===== src/logic/spc_defines.svh =====
`ifndef SPC_DEFINES_SVH
`define SPC_DEFINES_SVH

// Interface address decode
`define SPC_ADDR_HOLD0      4'h0
`define SPC_ADDR_HOLD3      4'h3
`define SPC_ADDR_RDPTR      4'h8
`define SPC_ADDR_LOGIC_CMD  4'h9
`define SPC_ADDR_RELEARN    4'hf
// Command bytes and logic command values
`define SPC_RELEARN_BYTE    8'hff
`define SPC_LEARN_BYTE      8'h01
`define SPC_CMD_READBACK    4'h5
`define SPC_CMD_LOAD_CAL    4'h0
`define SPC_CMD_READ_CAL    4'h3
// Configuration word fields
`define SPC_CFG_TRIM_HI     15
`define SPC_CFG_TRIM_LO     13
`define SPC_CFG_CLIP_HI     12
`define SPC_CFG_CLIP_LO     11
`define SPC_CFG_INV         10
`define SPC_CFG_COARSE_OFFSET_POLARITY    9
`define SPC_CFG_IRO_HI      8
`define SPC_CFG_IRO_LO      6
`define SPC_CFG_GAIN_HI     5
`define SPC_CFG_GAIN_LO     2
`define SPC_CFG_OFFSET_DAC_POLARITY   1
`define SPC_CFG_OTC_SIGN    0
`define SPC_CFG_RESET       16'h0000
// Gain figures in V/V
`define SPC_GAIN_BASE       8'd39
`define SPC_GAIN_STEP       8'd13
// Lookup addressing
`define SPC_OFFSET_DAC_VALUE_LOW_BASE   10'h000
`define SPC_OFFSET_DAC_VALUE_HIGH_BASE  10'h100
`define SPC_SPAN_LOW_BASE   10'h200
`define SPC_SPAN_HIGH_BASE  10'h1a0
`define SPC_PTR_SPLIT       8'h80
// Bit periods per frame (start, 8 data, stop)
`define SPC_FRAME_BITS      4'd10

`endif


===== src/logic/spc_pkg.sv =====
package spc_pkg;
    typedef enum logic [3:0] {
        SPC_RX_LEARN_IDLE  = 4'b0000,
        SPC_RX_LEARN_START = 4'b0001,
        SPC_RX_IDLE        = 4'b0010,
        SPC_RX_DATA        = 4'b0011,
        SPC_RX_STOP        = 4'b0100,
        SPC_TX_WAIT        = 4'b0101,
        SPC_TX_PRE         = 4'b0110,
        SPC_TX_BITS        = 4'b0111,
        SPC_TX_GAP         = 4'b1000
    } spc_state_e;
endpackage


===== src/logic/spc_link_if.sv =====
`timescale 1ns/1ps
`default_nettype none
interface spc_link_if;
    logic       tick;
    logic [7:0] period;
    logic       restart;
    modport owner (output tick, input period, input restart);
    modport user  (input tick, output period, output restart);
endinterface
`default_nettype wire


===== src/logic/spc_bit_timer.sv =====
`timescale 1ns/1ps
`default_nettype none
module spc_bit_timer
    import spc_pkg::*;
(
    input  wire logic       i_mclk,
    input  wire logic       i_rstn,
    spc_link_if.owner       link
);
    typedef struct packed
    {
        logic [7:0] cnt;
        logic       tick;
    } spc_timer_s;

    spc_timer_s timer_reg;
    spc_timer_s timer_next;

    // One-cycle pulse every learned bit period; restart aligns phase
    always_comb
    begin
        timer_next      = timer_reg;
        timer_next.tick = 1'b0;
        if (link.restart)
        begin
            timer_next.cnt = 8'h01;
        end
        else if (timer_reg.cnt >= link.period)
        begin
            timer_next.cnt  = 8'h01;
            timer_next.tick = 1'b1;
        end
        else
        begin
            timer_next.cnt = timer_reg.cnt + 8'h01;
        end
    end

    always_ff @(posedge i_mclk)
    begin
        if (!i_rstn)
        begin
            timer_reg <= '0;
        end
        else
        begin
            timer_reg <= timer_next;
        end
    end

    assign link.tick = timer_reg.tick;
endmodule
`default_nettype wire


===== src/logic/spc_cal_port.sv =====
`timescale 1ns/1ps
`default_nettype none
`include "spc_defines.svh"
module spc_cal_port
    import spc_pkg::*;
(
    input  wire logic        i_mclk,
    input  wire logic        i_rstn,
    input  wire logic        i_serial_io_pin,
    output logic             o_serial_io_pin,
    output logic             o_serial_io_pin_oe_n,
    input  wire logic [7:0]  i_lock_byte,
    input  wire logic        i_lock_override,
    input  wire logic [7:0]  i_temp_pointer,
    input  wire logic [7:0]  i_readback_data,
    output logic [15:0]      o_configuration_word,
    output logic [15:0]      o_data_hold_latch,
    output logic [3:0]       o_iface_read_pointer,
    output logic [7:0]       o_learned_bit_period,
    output logic             o_cmd_strobe,
    output logic [3:0]       o_cmd_code,
    output logic [9:0]       o_offset_lut_addr,
    output logic [9:0]       o_span_lut_addr,
    output logic [1:0]       o_clip_select,
    output logic             o_input_polarity_invert,
    output logic             o_coarse_offset_polarity,
    output logic [2:0]       o_coarse_offset_magnitude,
    output logic             o_coarse_offset_active,
    output logic [7:0]       o_gain_vv,
    output logic             o_offset_dac_polarity,
    output logic             o_offset_tc_polarity
);
    typedef struct packed
    {
        spc_state_e  state;
        logic [1:0]  sync;
        logic        pin_q;
        logic [8:0]  learn_cnt;
        logic [7:0]  period;
        logic [3:0]  bitn;
        logic [3:0]  ticks;
        logic [7:0]  shift;
        logic [9:0]  tx_frame;
        logic [15:0] hold;
        logic [15:0] config_word;
        logic [3:0]  rd_ptr;
        logic        cmd_strobe;
        logic [3:0]  cmd_code;
        logic        drive;
        logic        dout;
        logic [7:0]  half_cnt;
    } spc_state_s;

    spc_state_s s_reg;
    spc_state_s s_next;
    spc_link_if link ();

    spc_bit_timer u_timer
    (
        .i_mclk (i_mclk),
        .i_rstn (i_rstn),
        .link   (link)
    );

    function automatic logic [9:0] lut_addr(input logic [7:0] ptr,
                                             input logic [9:0] low_base,
                                             input logic [9:0] high_base);
        logic [7:0] off;
        off = ptr - `SPC_PTR_SPLIT;
        if (ptr < `SPC_PTR_SPLIT)
            lut_addr = low_base + {1'b0, ptr, 1'b0};
        else
            lut_addr = high_base + {1'b0, off, 1'b0};
    endfunction

    logic enabled;
    logic pin;
    logic fall;
    assign enabled = (i_lock_byte == 8'h00) || i_lock_override;
    assign pin     = s_reg.sync[1];
    assign fall    = s_reg.pin_q && !pin;

    always_comb
    begin
        s_next            = s_reg;
        s_next.sync       = {s_reg.sync[0], i_serial_io_pin};
        s_next.pin_q      = pin;
        s_next.cmd_strobe = 1'b0;
        link.restart      = 1'b0;
        link.period       = s_reg.period;
        case (s_reg.state)
            SPC_RX_LEARN_IDLE:
            begin
                s_next.learn_cnt = 9'h000;
                if (fall && enabled)
                    s_next.state = SPC_RX_LEARN_START;
            end
            SPC_RX_LEARN_START:
            begin
                // Time the start bit up to the rise of bit 0; skip the rest of the byte
                if (pin)
                begin
                    s_next.period = (s_reg.learn_cnt >= 9'h0ff) ? 8'hff
                        : s_reg.learn_cnt[7:0] + 8'h01;
                    link.restart  = 1'b1;
                    s_next.state  = SPC_TX_GAP;
                    s_next.ticks  = 4'd3;
                end
                else if (s_reg.learn_cnt != 9'h1ff)
                    s_next.learn_cnt = s_reg.learn_cnt + 9'h001;
            end
            SPC_RX_IDLE:
            begin
                if (!enabled)
                    s_next.state = SPC_RX_LEARN_IDLE;
                else if (fall)
                begin
                    s_next.half_cnt = 8'h03;
                    s_next.bitn     = 4'h0;
                    s_next.state    = SPC_RX_DATA;
                end
            end
            SPC_RX_DATA:
            begin
                // Head start of 3 covers sync and tick delay: mid-bit
                if (s_reg.half_cnt != 8'h00)
                begin
                    if (s_reg.half_cnt >= {1'b0, s_reg.period[7:1]})
                    begin
                        s_next.half_cnt = 8'h00;
                        link.restart    = 1'b1;
                    end
                    else
                        s_next.half_cnt = s_reg.half_cnt + 8'h01;
                end
                else if (link.tick)
                begin
                    s_next.shift = {pin, s_reg.shift[7:1]};
                    s_next.bitn  = s_reg.bitn + 4'h1;
                    if (s_reg.bitn == 4'h7)
                        s_next.state = SPC_RX_STOP;
                end
            end
            SPC_RX_STOP:
            begin
                if (link.tick)
                begin
                    s_next.state = SPC_RX_IDLE;
                    if (pin)
                    begin
                        if (s_reg.shift == `SPC_RELEARN_BYTE ||
                            s_reg.shift[3:0] == `SPC_ADDR_RELEARN)
                            s_next.state = SPC_RX_LEARN_IDLE;
                        else
                        begin
                            case (s_reg.shift[3:0])
                                4'h0, 4'h1, 4'h2, 4'h3:
                                    s_next.hold[s_reg.shift[1:0]*4 +: 4]
                                        = s_reg.shift[7:4];
                                `SPC_ADDR_RDPTR:
                                    s_next.rd_ptr = s_reg.shift[7:4];
                                `SPC_ADDR_LOGIC_CMD:
                                begin
                                    s_next.cmd_strobe = 1'b1;
                                    s_next.cmd_code   = s_reg.shift[7:4];
                                    if (s_reg.shift[7:4] == `SPC_CMD_LOAD_CAL)
                                        s_next.config_word = s_reg.hold;
                                    if (s_reg.shift[7:4] == `SPC_CMD_READ_CAL)
                                        s_next.hold = s_reg.config_word;
                                    if (s_reg.shift[7:4] == `SPC_CMD_READBACK)
                                    begin
                                        s_next.ticks = 4'd0;
                                        s_next.state = SPC_TX_WAIT;
                                    end
                                end
                                default:
                                    s_next.state = SPC_RX_IDLE;
                            endcase
                        end
                    end
                end
            end
            SPC_TX_WAIT:
            begin
                // One byte time before driving, host released by then
                if (link.tick)
                begin
                    s_next.ticks = s_reg.ticks + 4'h1;
                    if (s_reg.ticks == `SPC_FRAME_BITS - 4'd1)
                    begin
                        s_next.drive = 1'b1;
                        s_next.dout  = 1'b1;
                        s_next.tx_frame = {1'b1, i_readback_data, 1'b0};
                        s_next.state = SPC_TX_PRE;
                    end
                end
            end
            SPC_TX_PRE:
            begin
                if (link.tick)
                begin
                    s_next.dout  = s_reg.tx_frame[0];
                    s_next.tx_frame = {1'b1, s_reg.tx_frame[9:1]};
                    s_next.bitn  = 4'h0;
                    s_next.state = SPC_TX_BITS;
                end
            end
            SPC_TX_BITS:
            begin
                if (link.tick)
                begin
                    s_next.bitn = s_reg.bitn + 4'h1;
                    s_next.dout = s_reg.tx_frame[0];
                    s_next.tx_frame = {1'b1, s_reg.tx_frame[9:1]};
                    if (s_reg.bitn == `SPC_FRAME_BITS - 4'd1)
                    begin
                        s_next.drive = 1'b0;
                        s_next.ticks = 4'd0;
                        s_next.state = SPC_TX_GAP;
                    end
                end
            end
            SPC_TX_GAP:
            begin
                // Ignore the line for one byte time after a reply, seven bit times after learning
                if (link.tick)
                begin
                    s_next.ticks = s_reg.ticks + 4'h1;
                    if (s_reg.ticks == `SPC_FRAME_BITS - 4'd1)
                        s_next.state = SPC_RX_IDLE;
                end
            end
            default:
                s_next.state = SPC_RX_LEARN_IDLE;
        endcase
    end

    always_ff @(posedge i_mclk)
    begin
        if (!i_rstn)
        begin
            s_reg             <= '0;
            s_reg.sync        <= 2'b11;
            s_reg.pin_q       <= 1'b1;
            s_reg.dout        <= 1'b1;
            s_reg.config_word <= `SPC_CFG_RESET;
        end
        else
        begin
            s_reg <= s_next;
        end
    end

    assign o_serial_io_pin      = s_reg.dout;
    assign o_serial_io_pin_oe_n = !s_reg.drive;
    assign o_configuration_word = s_reg.config_word;
    assign o_data_hold_latch    = s_reg.hold;
    assign o_iface_read_pointer = s_reg.rd_ptr;
    assign o_learned_bit_period = s_reg.period;
    assign o_cmd_strobe         = s_reg.cmd_strobe;
    assign o_cmd_code           = s_reg.cmd_code;
    assign o_offset_lut_addr    = lut_addr(i_temp_pointer,
        `SPC_OFFSET_DAC_VALUE_LOW_BASE, `SPC_OFFSET_DAC_VALUE_HIGH_BASE);
    assign o_span_lut_addr      = lut_addr(i_temp_pointer,
        `SPC_SPAN_LOW_BASE, `SPC_SPAN_HIGH_BASE);
    assign o_clip_select = s_reg.config_word[`SPC_CFG_CLIP_HI:`SPC_CFG_CLIP_LO];
    assign o_input_polarity_invert  = s_reg.config_word[`SPC_CFG_INV];
    assign o_coarse_offset_polarity = s_reg.config_word[`SPC_CFG_COARSE_OFFSET_POLARITY];
    assign o_coarse_offset_magnitude =
        s_reg.config_word[`SPC_CFG_IRO_HI:`SPC_CFG_IRO_LO];
    assign o_coarse_offset_active = (o_coarse_offset_magnitude != 3'h0);
    assign o_gain_vv = `SPC_GAIN_BASE + `SPC_GAIN_STEP *
        {4'h0, s_reg.config_word[`SPC_CFG_GAIN_HI:`SPC_CFG_GAIN_LO]};
    assign o_offset_dac_polarity = s_reg.config_word[`SPC_CFG_OFFSET_DAC_POLARITY];
    assign o_offset_tc_polarity  = s_reg.config_word[`SPC_CFG_OTC_SIGN];
endmodule
`default_nettype wire


===== config.mk =====
export PLATFORM = sky130hd
export DESIGN_NAME = spc_cal_port
export DESIGN_NICKNAME = d
export VERILOG_FILES = /design/src/logic/spc_pkg.sv /design/src/logic/spc_link_if.sv /design/src/logic/spc_bit_timer.sv /design/src/logic/spc_cal_port.sv
export VERILOG_INCLUDE_DIRS = /design/src /design/src/logic
export SDC_FILE = /design/constraint.sdc
export NUM_CORES = 1
export LEC_CHECK = 0
export ABC_AREA = 1
export BUFFER_PORTS_ARGS = -buffer_cell sky130_fd_sc_hd__buf_4
export CAP_MARGIN = 20
export CORE_MARGIN = 10
export CORE_UTILIZATION = 58
export CTS_BUF_LIST = sky130_fd_sc_hd__clkbuf_2 sky130_fd_sc_hd__clkbuf_4 sky130_fd_sc_hd__clkbuf_8
export CTS_CLUSTER_DIAMETER = 120
export CTS_CLUSTER_SIZE = 30
export DETAILED_ROUTE_END_ITERATION = 10
export GPL_TIMING_DRIVEN = 0
export HOLD_SLACK_MARGIN = 0.02
export PLACE_DENSITY = 0.82
export SLEW_MARGIN = 20
export SYNTH_ARGS = -nofsm -noshare
export SYNTH_HDL_FRONTEND = slang
export SYNTH_SLANG_ARGS = --single-unit
export TNS_END_PERCENT = 30

===== constraint.sdc =====
create_clock -name i_mclk -period 2.9 [get_ports i_mclk]
set_input_delay 0.58 -clock i_mclk [delete_from_list [all_inputs] [get_ports i_mclk]]
set_output_delay 0.58 -clock i_mclk [all_outputs]
set_load 0.01 [all_outputs]

==> impl_metrics.yaml <==
layout:
  fillers: 943
  final_core_util_pct: 72.2
  layout_common_cells: "184 x buf_4, 150 x nand2_1, 116 x nor2_1, 107 x dfxtp_1, 96 x inv_1"
  syn2layout_area_growth_pct: 20.3
  diodes: 0
  nets: 1127
  layout_commonest_cell: "buf_4"
  drive_gt1_share_pct: 24.3
  largest_reg_flops: 49
  instances_no_fill: 1196
logic_synthesis:
  ys_seq_area_share_pct: 33.4
  yosys.area.top_type: "dfxtp_1"
  async_reset_ff_share_pct: 0
  synth_area_leaders: "dfxtp_1 33%, nand2_1 8.8%, ha_1 8.5%"
  synth_top_area_share_pct: 33.4
  synth_edf_count: 0
  syn_area_per_cell_um2: 7.14
  yosys.cell_types.count: 44
  synth_ff_type: "dfxtp_1"
  yosys_warnings: 0
  synth_area_mm2: 0.00659
  synth_seq_cells: 110
  postSynthCellCount: 923
floorplanning:
  die_x_um: 127
  row_count: 38
  core_area_mm2: 0.0110
  io_pins: 117
  die-area_mm2: 0.0160
  die_y_um: 127
  initial_utilization_pct: 60.0
global_route:
  grt_max_degree: 18
  grt_antenna_before_repair: 0
  grt_pass1_wl_um: 27500
  grt_pass1_vias: 5737
  overflow: 0
  track_usage_pct: 20.2
power_and_ir_drop:
  clkPwrFrac_pct: 20.9
  peakVddDrop_mv: 0.457
  combPwrFrac_pct: 35.7
  p_seq_share_pct: 43.4
  p_total_mw: 4.09
  p_int_mw: 2.51
  p_leak_nw: 3.76
  p_sw_share_pct: 38.6
  cellPowerDensity_mw_per_mm2: 516
  netSwitchingPower_mw: 1.58
detailed_routing:
  drtAntennaViolNets: 0
  wl_met2_um: 8100
  met1_length_um: 7380
  wl_met3_um: 1190
  wl_um: 16900
  top_layer: "met4"
  drt_pass1_iterations: 5
  routed_via_density: 5.19
  drt_iter0_drc: 443
  vias: 6207
  drcViolationCount: 0
  wl_per_cell_um: 14.1
cts:
  clkTransAtPathRegs_ps: 100
  htree_levels: 3
  cts_tree: "yes"
  numCtsBuffers: 9
  clock_latency_ps: 390
  clock_sinks: 110
  hold_buffers: 0
  clock_path_buffers: 2
  root_buffer: "clkbuf_8"
worst_setup_path:
  required_ps: 2320
  critPathArrivalTime_ps: 2560
  path_class: "reg -> out"
  setup.worst_path.end_class: "primary output"
  cp-start-kind: "flip-flop"
  crit_start: "o_configuration_word[3]$_SDFFE_PN0P_"
  cp_max_fo: 4
  r2r-start: "s_reg[61]$_SDFFE_PN0P_"
timing:
  drv_slew: 0
  slew_headroom_pct: 54.1
  fin_skew_ps: 8.72
  max_clock_freq_mhz: 318
  timing.final.crit_share_pct: 108
  hold_violations: 0
  fin_ws_ps: -241
  rsz0062_at_grt: "true"
  period_minus_slack_ps: 3140
  tightest_slew_ps: 688
  fin_tns_setup_ps: -685
  setup_viol: 4
placed_design:
  gp_congestion: 0.944
  hpwl_um: 12900
  port-buffer-count: 109
  place_ws_ps: -196
  placed_cells: 1174
min_path:
  hp-class: "in -> reg"
  min_from: "i_serial_io_pin"
outcome:
  run_status: "finished, violations left"
  violations: "setup timing"
flow_run:
  cap_violations: 0
-- power by group through the flow --
stage	combinational (mW)	clock, mW	sequential [mW]
after detailed placement	1.45	0	1.81
after global placement	1.42	0	1.81
final	1.46	0.856	1.78
after global routing	1.68	0.932	1.79
after floorplan	1.09	0	1.77
after CTS	1.46	0.872	1.77
-- timing repair --
action                     CTS  global route
gates resized for setup     20             7
pin swaps                   11             5
setup endpoints to repair    4             4
buffers inserted             5             1
-- metal layers --
layer / GRT usage (%) / vias up
li1: - / 3167
met1: 26.0 / 2824
met2: 33.5 / 189
met3: 4.71 / 27
met4: 4.89 / 0
met5: 0 / -
-- synth_stat cells, types with 3 or more instances --
cell	n
o21ai_0	85
inv_1	102
buf_4	69
clkbuf_1	12
xor2_1	16
buf_2	5
o22ai_1	5
a21oi_1	69
nor3_1	10
nor2_2	5
xnor2_1	9
a31oi_1	3
fa_1	3
o41ai_1	4
buf_1	3
o21bai_1	3
inv_2	5
ha_1	45
nand2_1	154
dfxtp_1	110
nand4_1	14
a21oi_2	3
nor2_1	116
nand2_2	4
nand3_1	42
-- stage by stage --
stage	cell area, um2	hold slack (ps)
after floorplan	6600	393
after global placement	7590	427
after detailed placement	7590	432
after CTS	7890	372
after global routing	7930	378
final	7930	383
-- kinds of logic (layout without fill, tap and decap cells) --
logic type | Yosys count | in the layout | synth area share, %
simple gates | 359 | 359 | 23.6
buf+inv | 198 | 329 | 15.3
compound gates | 181 | 181 | 14.7
flops | 110 | 110 | 33.4
fa+ha+maj | 48 | 48 | 9.46
xor+xnor | 25 | 25 | 3.32
other cells | 1 | 3 | 0.0569
mux | 1 | 1 | 0.171
-- final timing paths --
check | endpoint | slack, ps | cells after the start
min | s_next[96]$_SDFF_PN1_ | 380 | 2
max reg2reg | o_data_hold_latch[10]$_SDFFE_PN0P_ | 660 | 12
min reg2reg | s_reg[57]$_SDFFE_PN0P_ | 460 | 2
max | o_gain_vv[7] | -240 | 11
-- critical path, cell delays in order, from the launching register on --
cell	delay, ps
dfxtp_4	380
buf_4	150
ha_1	310
inv_1	130
ha_4	230
ha_4	160
ha_4	250
nand3_2	70
nand2_2	60
a21oi_2	150
xor2_1	150
buf_4	140
-- area by class of cell --
type                            count  area [um2]  area share, %
Buffer                             89         599           7.56
Clock buffer                       10         138           1.74
Clock inverter                      6        36.3          0.458
Inverter                          109         409           5.16
Multi-Input combinational cell    617        3500           44.1
Sequential cell                   110        2210           27.9
Tap cell                          140         175           2.21
Timing Repair Buffer              115         863           10.9
Note: power is estimated with default switching activity, not from simulation.
